[config.mk]
export PLATFORM = sky130hd
export DESIGN_NAME = bcs_sequencer
export DESIGN_NICKNAME = d
export VERILOG_FILES = /design/src/logic/bcs_pkg.sv /design/src/logic/bcs_sequencer.sv /design/src/logic/bcs_debounce.sv /design/src/logic/bcs_timer.sv
export SDC_FILE = /design/constraint.sdc
export NUM_CORES = 1
export LEC_CHECK = 0
export CAP_MARGIN = 20
export CORE_ASPECT_RATIO = 0.5
export CORE_MARGIN = 5
export CORE_UTILIZATION = 55
export CTS_CLUSTER_SIZE = 25
export DETAILED_ROUTE_END_ITERATION = 8
export DONT_BUFFER_PORTS = 1
export PLACE_DENSITY = 0.73
export SYNTH_ARGS = -nofsm -noshare
export SYNTH_HDL_FRONTEND = slang
export SYNTH_SLANG_ARGS = --single-unit
[constraint.sdc]
create_clock -name core_clk -period 2.5 [get_ports core_clk]
set_input_delay 0.5 -clock core_clk [delete_from_list [all_inputs] [get_ports core_clk]]
set_output_delay 0.5 -clock core_clk [all_outputs]
set_load 0.01 [all_outputs]
[src/logic/bcs_pkg.sv]
// Purpose: Shared constants and types of the battery charge sequencer
// Assumes: 20 MHz core clock, synchronous active-high reset
// Notes: Times kept in their own units; cycle counts derived here
package bcs_pkg;
   // Clock and time bases
   localparam int CLK_HZ = 20_000_000;
   localparam int MINUTE_S = 60;
   localparam int MINUTE_CYC = MINUTE_S * CLK_HZ;
   localparam int DEBOUNCE_MS = 40;
   localparam int DEBOUNCE_CYC = DEBOUNCE_MS * (CLK_HZ / 1000);

   // Safety timer lengths in minutes
   localparam int TMR_W = 10;
   localparam logic [TMR_W-1:0] PRECOND_MIN = 10'(30);
   localparam logic [TMR_W-1:0] FULLRATE_MIN = 10'(5 * 60);
   localparam logic [TMR_W-1:0] FULLRATE_LONG_MIN = 10'(10 * 60);
   localparam logic [TMR_W-1:0] TOPOFF_MIN = 10'(30);
   localparam logic [TMR_W-1:0] TOPOFF_LONG_MIN = 10'(60);

   // Register map, byte addresses
   localparam logic [3:0] REG_CTRL = 4'h0;
   localparam logic [3:0] REG_STATUS = 4'h4;
   localparam int CTRL_TMR_VARIANT = 0;
   localparam int CTRL_REG_VARIANT = 1;
   localparam logic [1:0] CTRL_RESET = 2'h0;

   // Widths of counters
   localparam int PRESC_W = 31;
   localparam int DBN_W = 20;

   // Charge phases, Gray codes along the charge path
   typedef enum logic [2:0] {
      PH_OFF = 3'h0,
      PH_PRE = 3'h1,
      PH_CC = 3'h3,
      PH_CV = 3'h2,
      PH_TOP = 3'h6,
      PH_DONE = 3'h7,
      PH_BAD = 3'h5,
      PH_REG = 3'h4
   } bcs_phase_e;

   // Comparator and supply qualification inputs
   typedef struct packed {
      logic wall_ok;
      logic bus_ok;
      logic temp_hot;
      logic temp_cold;
      logic ts_float;
      logic above_fullrate;
      logic at_term;
      logic eoc_reached;
      logic topoff_current;
      logic batt_sagged;
   } bcs_sense_s;

   // Sequencer state
   typedef struct packed {
      bcs_sense_s sync1;
      bcs_sense_s sync2;
      bcs_phase_e phase;
      logic [PRESC_W-1:0] presc;
      logic tick;
      logic out_a_oe;
      logic out_b_oe;
      logic charge_on;
      logic reg_on;
      logic usb_high;
      logic src_usb;
      logic [1:0] ctrl;
      logic ack;
      logic [31:0] rdata;
   } bcs_seq_s;

   // Safety timer state
   typedef struct packed {
      logic [TMR_W-1:0] count;
   } bcs_tmr_s;

   // Input filter state
   typedef struct packed {
      logic sync1;
      logic sync2;
      logic stable;
      logic [DBN_W-1:0] cnt;
   } bcs_dbn_s;
endpackage : bcs_pkg

[src/logic/bcs_sequencer.sv]
// Purpose: Charge state sequence, safety timers and status pins of a Li-cell charger
// Assumes: Comparator and pin inputs are asynchronous and synchronised here
// Notes: Avalon-MM slave with one wait state; variants chosen by a control register
`timescale 1ns/1ns
// What this block does
// Status pins are open-drain; asserted means pulled low, deasserted means released.
// Status pair encodes off/suspend, charging, done, bad battery or regulator mode.
// Three independent safety timers can each force charging to end.
// Preconditioning over 30 minutes without reaching full rate gives bad battery.
// Full-rate phase over 5 hours without end-of-charge gives bad battery.
// Bad battery stays latched until the supply is removed.
// Top-off runs 30 minutes or until current falls to 2.5 percent.
// Top-off expiry counts as success and leads to done, never bad.
// Suspend or disable freezes the active timer; it resumes in the same phase.
// Timer variant: low select gives 10 hours and 60 minutes, high 5 and 30.
// Select sets current and timers from USB, only timers from wall adapter.
// Temperature out of window suspends charging, releases both pins, holds timer.
// Without regulator variant a floating thermistor means too hot and suspends.
// Host drives disable high to interrupt; device holds timer and releases pins.
// Regulator variant: floating thermistor with wall adapter gives regulator mode.
// Regulator mode is never entered while USB is the charging source.
// Disable and current-select inputs are accepted after about 40 ms stable.
// With both supplies valid, the wall adapter is the charging source.
// A recharge from maintenance resets the timers and shows charging again.
// Safety timers count ticks of a prescaler on the internal clock.
module bcs_sequencer #(
   parameter int MINUTE_CYCLES = bcs_pkg::MINUTE_CYC,
   parameter int FILTER_CYCLES = bcs_pkg::DEBOUNCE_CYC
) (
   input wire logic core_clk,
   input wire logic reset,
   input wire bcs_pkg::bcs_sense_s sense,
   input wire logic disable_pin,
   input wire logic current_select,
   output logic status_out_a,
   output logic status_out_a_oe,
   output logic status_out_b,
   output logic status_out_b_oe,
   output logic charge_on,
   output logic regulator_mode,
   output logic usb_high_current,
   output logic source_is_usb,
   output bcs_pkg::bcs_phase_e charge_phase,
   input wire logic [3:0] avs_address,
   input wire logic avs_read,
   input wire logic avs_write,
   input wire logic [3:0] avs_byteenable,
   input wire logic [31:0] avs_writedata,
   output logic [31:0] avs_readdata,
   output logic avs_waitrequest
);
   bcs_pkg::bcs_seq_s st;
   bcs_pkg::bcs_seq_s next_st;
   logic dis_f;
   logic sel_f;
   logic wall;
   logic usb;
   logic any_src;
   logic temp_bad;
   logic ldo_cond;
   logic paused;
   logic timer_long;
   logic [bcs_pkg::TMR_W-1:0] fr_limit;
   logic [bcs_pkg::TMR_W-1:0] top_limit;
   logic pre_exp;
   logic fr_exp;
   logic top_exp;
   logic [bcs_pkg::TMR_W-1:0] fr_count;
   logic in_fr;

   // filtered host pins
   bcs_debounce #(.LIMIT(FILTER_CYCLES)) u_dis_filter (
      .core_clk(core_clk),
      .reset(reset),
      .pin(disable_pin),
      .level(dis_f)
   );
   bcs_debounce #(.LIMIT(FILTER_CYCLES)) u_sel_filter (
      .core_clk(core_clk),
      .reset(reset),
      .pin(current_select),
      .level(sel_f)
   );

   // Source, temperature and pause decode from synced sense
   always_comb
   begin
      wall = st.sync2.wall_ok;
      // wall adapter priority
      usb = st.sync2.bus_ok && !wall;
      any_src = wall || st.sync2.bus_ok;
      // floating thermistor reads as hot
      temp_bad = st.sync2.temp_hot || st.sync2.temp_cold || st.sync2.ts_float;
      // regulator mode condition
      // requires the wall adapter
      ldo_cond = st.ctrl[bcs_pkg::CTRL_REG_VARIANT] && st.sync2.ts_float && wall;
      // temperature suspend
      // host disable
      paused = dis_f || temp_bad;
      in_fr = (st.phase == bcs_pkg::PH_CC) || (st.phase == bcs_pkg::PH_CV);
   end

   // timer lengths from the filtered select pin
   // select steers timers on either source
   always_comb
   begin
      timer_long = st.ctrl[bcs_pkg::CTRL_TMR_VARIANT] && !sel_f;
      fr_limit = timer_long ? bcs_pkg::FULLRATE_LONG_MIN : bcs_pkg::FULLRATE_MIN;
      top_limit = timer_long ? bcs_pkg::TOPOFF_LONG_MIN : bcs_pkg::TOPOFF_MIN;
   end

   // three independent safety timers
   // each runs only in its own unpaused phase, cleared outside it
   bcs_timer u_pre_timer (
      .core_clk(core_clk),
      .reset(reset),
      .tick(st.tick),
      .run(st.phase == bcs_pkg::PH_PRE && !paused),
      .clear(st.phase != bcs_pkg::PH_PRE),
      .limit(bcs_pkg::PRECOND_MIN),
      .expired(pre_exp),
      .count()
   );
   bcs_timer u_fr_timer (
      .core_clk(core_clk),
      .reset(reset),
      .tick(st.tick),
      .run(in_fr && !paused),
      .clear(!in_fr),
      .limit(fr_limit),
      .expired(fr_exp),
      .count(fr_count)
   );
   bcs_timer u_top_timer (
      .core_clk(core_clk),
      .reset(reset),
      .tick(st.tick),
      .run(st.phase == bcs_pkg::PH_TOP && !paused),
      .clear(st.phase != bcs_pkg::PH_TOP),
      .limit(top_limit),
      .expired(top_exp),
      .count()
   );

   // Next state: sync, prescaler, phase, outputs, bus
   always_comb
   begin
      next_st = st;
      next_st.sync1 = sense;
      next_st.sync2 = st.sync1;
      // minute prescaler
      next_st.tick = 1'b0;
      if (st.presc == bcs_pkg::PRESC_W'(MINUTE_CYCLES - 1))
      begin
         next_st.presc = '0;
         next_st.tick = 1'b1;
      end
      else
      begin
         next_st.presc = st.presc + 1'b1;
      end

      // loss of supply is the only exit from bad battery
      if (!any_src)
      begin
         next_st.phase = bcs_pkg::PH_OFF;
      end
      else
      begin
         unique case (st.phase)
            bcs_pkg::PH_OFF:
               next_st.phase = ldo_cond ? bcs_pkg::PH_REG : bcs_pkg::PH_PRE;
            bcs_pkg::PH_BAD:
               next_st.phase = bcs_pkg::PH_BAD;
            bcs_pkg::PH_REG:
               if (!ldo_cond)
                  next_st.phase = bcs_pkg::PH_PRE;
            bcs_pkg::PH_PRE:
               if (ldo_cond)
                  next_st.phase = bcs_pkg::PH_REG;
               // preconditioning timeout
               else if (!paused && pre_exp)
                  next_st.phase = bcs_pkg::PH_BAD;
               else if (!paused && st.sync2.above_fullrate)
                  next_st.phase = bcs_pkg::PH_CC;
            bcs_pkg::PH_CC:
               if (ldo_cond)
                  next_st.phase = bcs_pkg::PH_REG;
               // full-rate timeout
               else if (!paused && fr_exp)
                  next_st.phase = bcs_pkg::PH_BAD;
               else if (!paused && st.sync2.at_term)
                  next_st.phase = bcs_pkg::PH_CV;
            bcs_pkg::PH_CV:
               if (ldo_cond)
                  next_st.phase = bcs_pkg::PH_REG;
               else if (!paused && fr_exp)
                  next_st.phase = bcs_pkg::PH_BAD;
               else if (!paused && st.sync2.eoc_reached)
                  next_st.phase = bcs_pkg::PH_TOP;
            bcs_pkg::PH_TOP:
               if (ldo_cond)
                  next_st.phase = bcs_pkg::PH_REG;
               // top-off ends on current or timer
               // expiry means done
               else if (!paused && (top_exp || st.sync2.topoff_current))
                  next_st.phase = bcs_pkg::PH_DONE;
            bcs_pkg::PH_DONE:
               if (ldo_cond)
                  next_st.phase = bcs_pkg::PH_REG;
               // recharge restarts full-rate with fresh timers
               else if (!paused && st.sync2.batt_sagged)
                  next_st.phase = bcs_pkg::PH_CC;
         endcase
      end

      // status encoding per phase
      // suspend releases both pins
      next_st.out_a_oe = 1'b0;
      next_st.out_b_oe = 1'b0;
      next_st.charge_on = 1'b0;
      unique case (next_st.phase)
         bcs_pkg::PH_PRE, bcs_pkg::PH_CC, bcs_pkg::PH_CV, bcs_pkg::PH_TOP:
         begin
            next_st.out_a_oe = !paused;
            next_st.charge_on = !paused;
         end
         bcs_pkg::PH_DONE:
            next_st.out_b_oe = !paused;
         bcs_pkg::PH_BAD, bcs_pkg::PH_REG:
         begin
            next_st.out_a_oe = 1'b1;
            next_st.out_b_oe = 1'b1;
         end
         bcs_pkg::PH_OFF:
            next_st.charge_on = 1'b0;
      endcase
      next_st.reg_on = (next_st.phase == bcs_pkg::PH_REG);
      next_st.src_usb = usb;
      // select sets current only from USB
      next_st.usb_high = usb && sel_f;

      // Avalon slave: one wait state, data loaded with the ack
      next_st.ack = (avs_read || avs_write) && !st.ack;
      if (avs_read && !st.ack)
      begin
         unique case (avs_address)
            bcs_pkg::REG_CTRL:
               next_st.rdata = {30'h0, st.ctrl};
            bcs_pkg::REG_STATUS:
               next_st.rdata = {20'h0, timer_long, st.sync2.ts_float, dis_f, temp_bad, sel_f,
                                st.src_usb, wall, st.sync2.bus_ok, 1'b0, st.phase};
            default:
               next_st.rdata = 32'h0;
         endcase
      end
      if (avs_write && st.ack && avs_address == bcs_pkg::REG_CTRL && avs_byteenable[0])
      begin
         next_st.ctrl = avs_writedata[1:0];
      end
   end

   // State register
   always_ff @(posedge core_clk)
   begin
      if (reset)
      begin
         st <= '0;
         st.ctrl <= bcs_pkg::CTRL_RESET;
      end
      else
      begin
         st <= next_st;
      end
   end

   // open-drain pins drive only low
   assign status_out_a = 1'b0;
   assign status_out_b = 1'b0;
   assign status_out_a_oe = st.out_a_oe;
   assign status_out_b_oe = st.out_b_oe;
   assign charge_on = st.charge_on;
   assign regulator_mode = st.reg_on;
   assign usb_high_current = st.usb_high;
   assign source_is_usb = st.src_usb;
   assign charge_phase = st.phase;
   assign avs_readdata = st.rdata;
   assign avs_waitrequest = (avs_read || avs_write) && !st.ack;
endmodule : bcs_sequencer

[src/logic/bcs_debounce.sv]
// Purpose: Synchronise a pin and accept a level only after it holds
// Assumes: LIMIT below 2**20 cycles
// Notes: Output starts low after reset
`timescale 1ns/1ns
module bcs_debounce #(
   parameter int LIMIT = bcs_pkg::DEBOUNCE_CYC
) (
   input wire logic core_clk,
   input wire logic reset,
   input wire logic pin,
   output logic level
);
   bcs_pkg::bcs_dbn_s st;
   bcs_pkg::bcs_dbn_s next_st;

   // Count how long the synced level differs from the accepted one
   always_comb
   begin
      next_st = st;
      next_st.sync1 = pin;
      next_st.sync2 = st.sync1;
      if (st.sync2 == st.stable)
      begin
         next_st.cnt = '0;
      end
      else if (st.cnt == bcs_pkg::DBN_W'(LIMIT - 1))
      begin
         next_st.stable = st.sync2;
         next_st.cnt = '0;
      end
      else
      begin
         next_st.cnt = st.cnt + 1'b1;
      end
   end

   // State register
   always_ff @(posedge core_clk)
   begin
      if (reset)
         st <= '0;
      else
         st <= next_st;
   end

   assign level = st.stable;
endmodule : bcs_debounce

[src/logic/bcs_timer.sv]
// Purpose: One safety timer counting minute ticks
// Assumes: Clear wins over counting
// Notes: Count freezes whenever run and clear are both low
`timescale 1ns/1ns
module bcs_timer (
   input wire logic core_clk,
   input wire logic reset,
   input wire logic tick,
   input wire logic run,
   input wire logic clear,
   input wire logic [bcs_pkg::TMR_W-1:0] limit,
   output logic expired,
   output logic [bcs_pkg::TMR_W-1:0] count
);
   bcs_pkg::bcs_tmr_s st;
   bcs_pkg::bcs_tmr_s next_st;

   // Count ticks while running, saturate at the limit
   always_comb
   begin
      next_st = st;
      if (clear)
         next_st.count = '0;
      else if (run && tick && st.count < limit)
         next_st.count = st.count + 1'b1;
   end

   // State register
   always_ff @(posedge core_clk)
   begin
      if (reset)
         st <= '0;
      else
         st <= next_st;
   end

   assign count = st.count;
   assign expired = (st.count >= limit);
endmodule : bcs_timer

==> impl_results.rst <==
.. list-table::
   :header-rows: 1

   * - Metric
     - Value
   * - Worst min-delay path class
     - in2reg
   * - Total routed wirelength
     - ~12 mm
   * - Routed vias
     - between 4000 and 5000
   * - Fillers
     - about 980
   * - Async set-reset flop share out of synthesis
     - 0%
   * - Final estimated routing congestion in global placement
     - approximately 0.84
   * - Largest fanout of any net on the critical path
     - 5
   * - Grt total ovfl
     - 0
   * - Core outline area
     - roughly 0.012 mm^2
   * - Number of nets with antenna violations after detailed routing
     - 0
   * - Mean instance size in the synthesized netlist
     - 8.897 um^2
   * - # setup viols final
     - 0
   * - Main combinational cell family by area after synthesis
     - simple AND/OR/NAND/NOR gates
   * - Via-per-instance ratio
     - about 5.2
   * - HPWL Detailed
     - between 8 and 9 mm
   * - Destination of the worst register-to-register timing path
     - status_out_a_oe
   * - Final period demand of the worst path
     - between 2000 and 2500 ps
   * - Average wire per cell in the routed design
     - roughly 13 um
   * - Period utilisation layout
     - between 90% and 100%
   * - Clock Sinks
     - ~150
   * - Maximum buffer depth of the clock tree
     - 2
   * - Multiplexer area fraction after synthesis
     - ~1.2%
   * - Relative area change from synthesis to final layout
     - 10.25%
   * - Reg2Reg Setup Slack
     - 130 ps
   * - Area of the mapped netlist
     - ~0.0065 mm^2
   * - Count of flip-flops with a built-in enable after synthesis
     - 0
   * - Worst Reg-to-Reg Cells
     - 12
   * - Highest ir drop seen on vdd
     - roughly 420 uV
   * - Total iterations of the first detailed-routing run
     - 4
   * - Depth of the CTS H-tree
     - 4
   * - Synth warn
     - 0
   * - Proportion of layout cells with a drive suffix above 1
     - between 8 and 9%
   * - Worst relative slew slack
     - a little under two thirds
   * - Maximum clock frequency
     - around 420 MHz
   * - Total Nets Final
     - about 800
   * - Buffer cell driving the clock tree root
     - clkbuf_16
   * - Crit Reg-Reg Startpoint
     - u_sel_filter.level
   * - Distinct cell type count after synthesis
     - 54
   * - Die Area
     - between 0.01 and 0.015 mm^2
   * - Outcome
     - finished, final reports clean
   * - Sequential cell area fraction in the yosys report
     - 46.35%
   * - Compound-gate portion of the synthesized area
     - under 10%
   * - Floorplan die height
     - about 87 um
   * - Worst hold path endpoint
     - st[80]
   * - Synth Area in Adders
     - between 2 and 2.5%
   * - Clock tree from TritonCTS
     - done
   * - Post-synthesis xor/xnor area fraction
     - a little over a tenth
   * - Max cap viols
     - 0
   * - Post-synthesis share of cell area spent on and, or, nand and nor gates
     - 27.17%
   * - Min-delay src
     - reset
   * - Worst Max-Slew Pin Slew
     - between 500 and 600 ps
   * - Worst hold stages
     - 1
   * - Die span in x
     - ~160 um
   * - Smallest setup slack after layout
     - roughly 130 ps
   * - Worst-path clk slew
     - 60 ps
   * - Critical path type
     - reg2reg
   * - Initial core utilization
     - a little under three fifths
   * - Buffers on Ports
     - 0
   * - Cell count after synthesis
     - 733
   * - Rows
     - 28
   * - DRC violation count after routing
     - 0
   * - Worst-case clock skew
     - approximately 7.4 ps
   * - Antenna violations before repair
     - 1
   * - Flip-flop and latch count after synthesis
     - 151
   * - Maximum number of pins on one net before global-route repair
     - 60
   * - Finished Core Util
     - roughly three fifths
   * - Number of placed I/O pins
     - 100
   * - Total power divided by cell area
     - 691.7 mW/mm^2
   * - Clock insertion delay at the later pin of the skew report
     - ~410 ps
   * - Final cell area excluding filler cells
     - 0.007189 mm^2
   * - Required time reported for the critical path endpoint
     - ~2800 ps
   * - Crit path DAT
     - approximately 2700 ps
   * - Predominant post-synthesis flop cell
     - dfxtp_1
   * - Element type at the critical path start
     - flop
   * - Wire length of the first global-routing pass
     - 20.32 mm
   * - Final max-slew violation count
     - 0
   * - Final Hold Violating Endpoints
     - 0
   * - Inserted Clock Buffers
     - 17
   * - Endpoint class of the critical path
     - flop
   * - Final worst hold slack
     - around 160 ps
   * - Number of global-route vias before repair
     - around 4500
   * - Setup slack after placement
     - about 130 ps
   * - Instance area at placement
     - 0.006570 mm^2
   * - All-layer global routing usage
     - between 15 and 20%
   * - Number of design-rule violations left by the first detailed-router iteration
     - 282
   * - Leakage power
     - 2.603 nW
==> placed cells by master (no fill, tap or decap), types with 4 or more instances in the layout <==
cell type	n
o21ai_0	13
xor2_1	51
clkinv_2	4
nand3_1	34
and2_1	9
and3_1	21
nand4_1	17
mux2i_1	8
ha_1	12
nor4b_1	4
a21oi_1	12
conb_1	23
nor3_1	15
clkbuf_16	17
nor4_1	4
clkinvlp_4	4
and4_1	4
a22oi_1	10
inv_1	15
or3_1	10
nand2_1	46
nor2_1	131
buf_4	16
dfxtp_1	151
xnor2_1	28
nor2b_1	31
nand2b_1	5
==> stage by stage <==
step / cells / total power [mW] / setup TNS, ps
4_1_cts: 908 / 5.027 / 0
6_report: 910 / 4.973 / 0
5_1_grt: 910 / 5.165 / -25.79
3_3_place_gp: 876 / 2.613 / 0
3_5_place_dp: 876 / 2.615 / 0
2_1_floorplan: 755 / 2.625 / 0
==> Yosys cell counts, drive strengths merged (14+ instances only) <==
master	instances	share of area [%]
inv	16	0.92
nor2b	31	3.0
nand4	18	1.8
nor2	132	7.6
dfxtp	151	46
buf	41	4.6
nand3	34	2.6
xor2	51	6.8
xnor2	29	3.9
o21ai	14	1.1
and3	21	2.0
clkbuf	19	1.1
nand2	47	2.8
nor3	15	1.2
==> sequential cells by signal, indices dropped and copies added, names as in the netlist <==
register / flops
u_dis_filter.level: 1
u_fr_timer.count: 10
status_out_b_oe: 1
wall: 1
charge_phase: 3
next_st: 10
u_dis_filter.st: 21
u_top_timer.count: 10
u_sel_filter.st: 21
u_sel_filter.level: 1
status_out_a_oe: 1
source_is_usb: 1
u_dis_filter.next_st: 1
usb_high_current: 1
charge_on: 1
st: 44
avs_readdata: 11
regulator_mode: 1
u_sel_filter.next_st: 1
u_pre_timer.count: 10
==> worst max-delay path: stages, from the launching register on <==
cell and delay, ps:
dfxtp_1 310, nand2b_2 220, inv_2 90, ha_1 250, a31oi_2 210, o32ai_2 140, nor2_2 200, buf_4 140
buf_4 110, nand4_1 70, nand2_1 170, o21ai_1 100, a221oi_1 280
==> per-layer routing <==
metal | vias up | wire length (um) | global-route usage [%]
met5 | - | 0 | 0
met4 | 0 | 227 | 7.078
met3 | 21 | 588 | 4.823
met2 | 109 | 5686 | 29.76
met1 | 2190 | 5505 | 21.72
li1 | 2395 | - | -
==> cells by family (layout without fill, tap and decap cells) <==
| logic type | Yosys count | in the layout |
|---|---|---|
| AOI/OAI and AO/OA | 55 | 55 |
| xor gates and xnor gates | 80 | 80 |
| adders and majority gates | 12 | 12 |
| buffers and inverters | 76 | 65 |
| DFF | 151 | 151 |
| muxes | 8 | 8 |
| other | 1 | 24 |
| and+or+nand+nor | 350 | 350 |
==> cell type report <==
cell class / instances / area, um^2 / area share [%]
clock inverters: 11 / 97.59 / 1.357
multi-input cells: 528 / 3189 / 44.36
well taps: 165 / 206.4 / 2.872
flip-flops and latches: 151 / 3023 / 42.05
inverters: 16 / 60.06 / 0.8354
diodes: 1 / 2.502 / 0.03481
clock buffers: 21 / 470.5 / 6.544
repair buffers: 17 / 140.1 / 1.949
==> power by group <==
part / switching [mW] / internal [mW] / total, mW
Combinational: 0.0673 / 0.0415 / 0.109
Clock: 0.963 / 1.45 / 2.41
Sequential: 0.0202 / 2.43 / 2.45
==> worst max-delay path by stage <==
| stage | from | endpoint |
|---|---|---|
| final | u_sel_filter.level | status_out_a_oe |
| after detailed placement | u_sel_filter.level | u_fr_timer.count[8] |
| after global placement | u_sel_filter.level | u_fr_timer.count[8] |
| after global routing | u_sel_filter.level | status_out_a_oe |
| after CTS | u_sel_filter.level | status_out_a_oe |
| after floorplan | u_sel_filter.level | u_fr_timer.count[8] |
==> repair_timing <==
action,4_1_cts,5_1_grt
setup buffers,0,1
resized for setup,0,8
setup endpoints to repair,0,4
hold buffers,0,0
No activity file was read; power rests on OpenSTA's default activity.
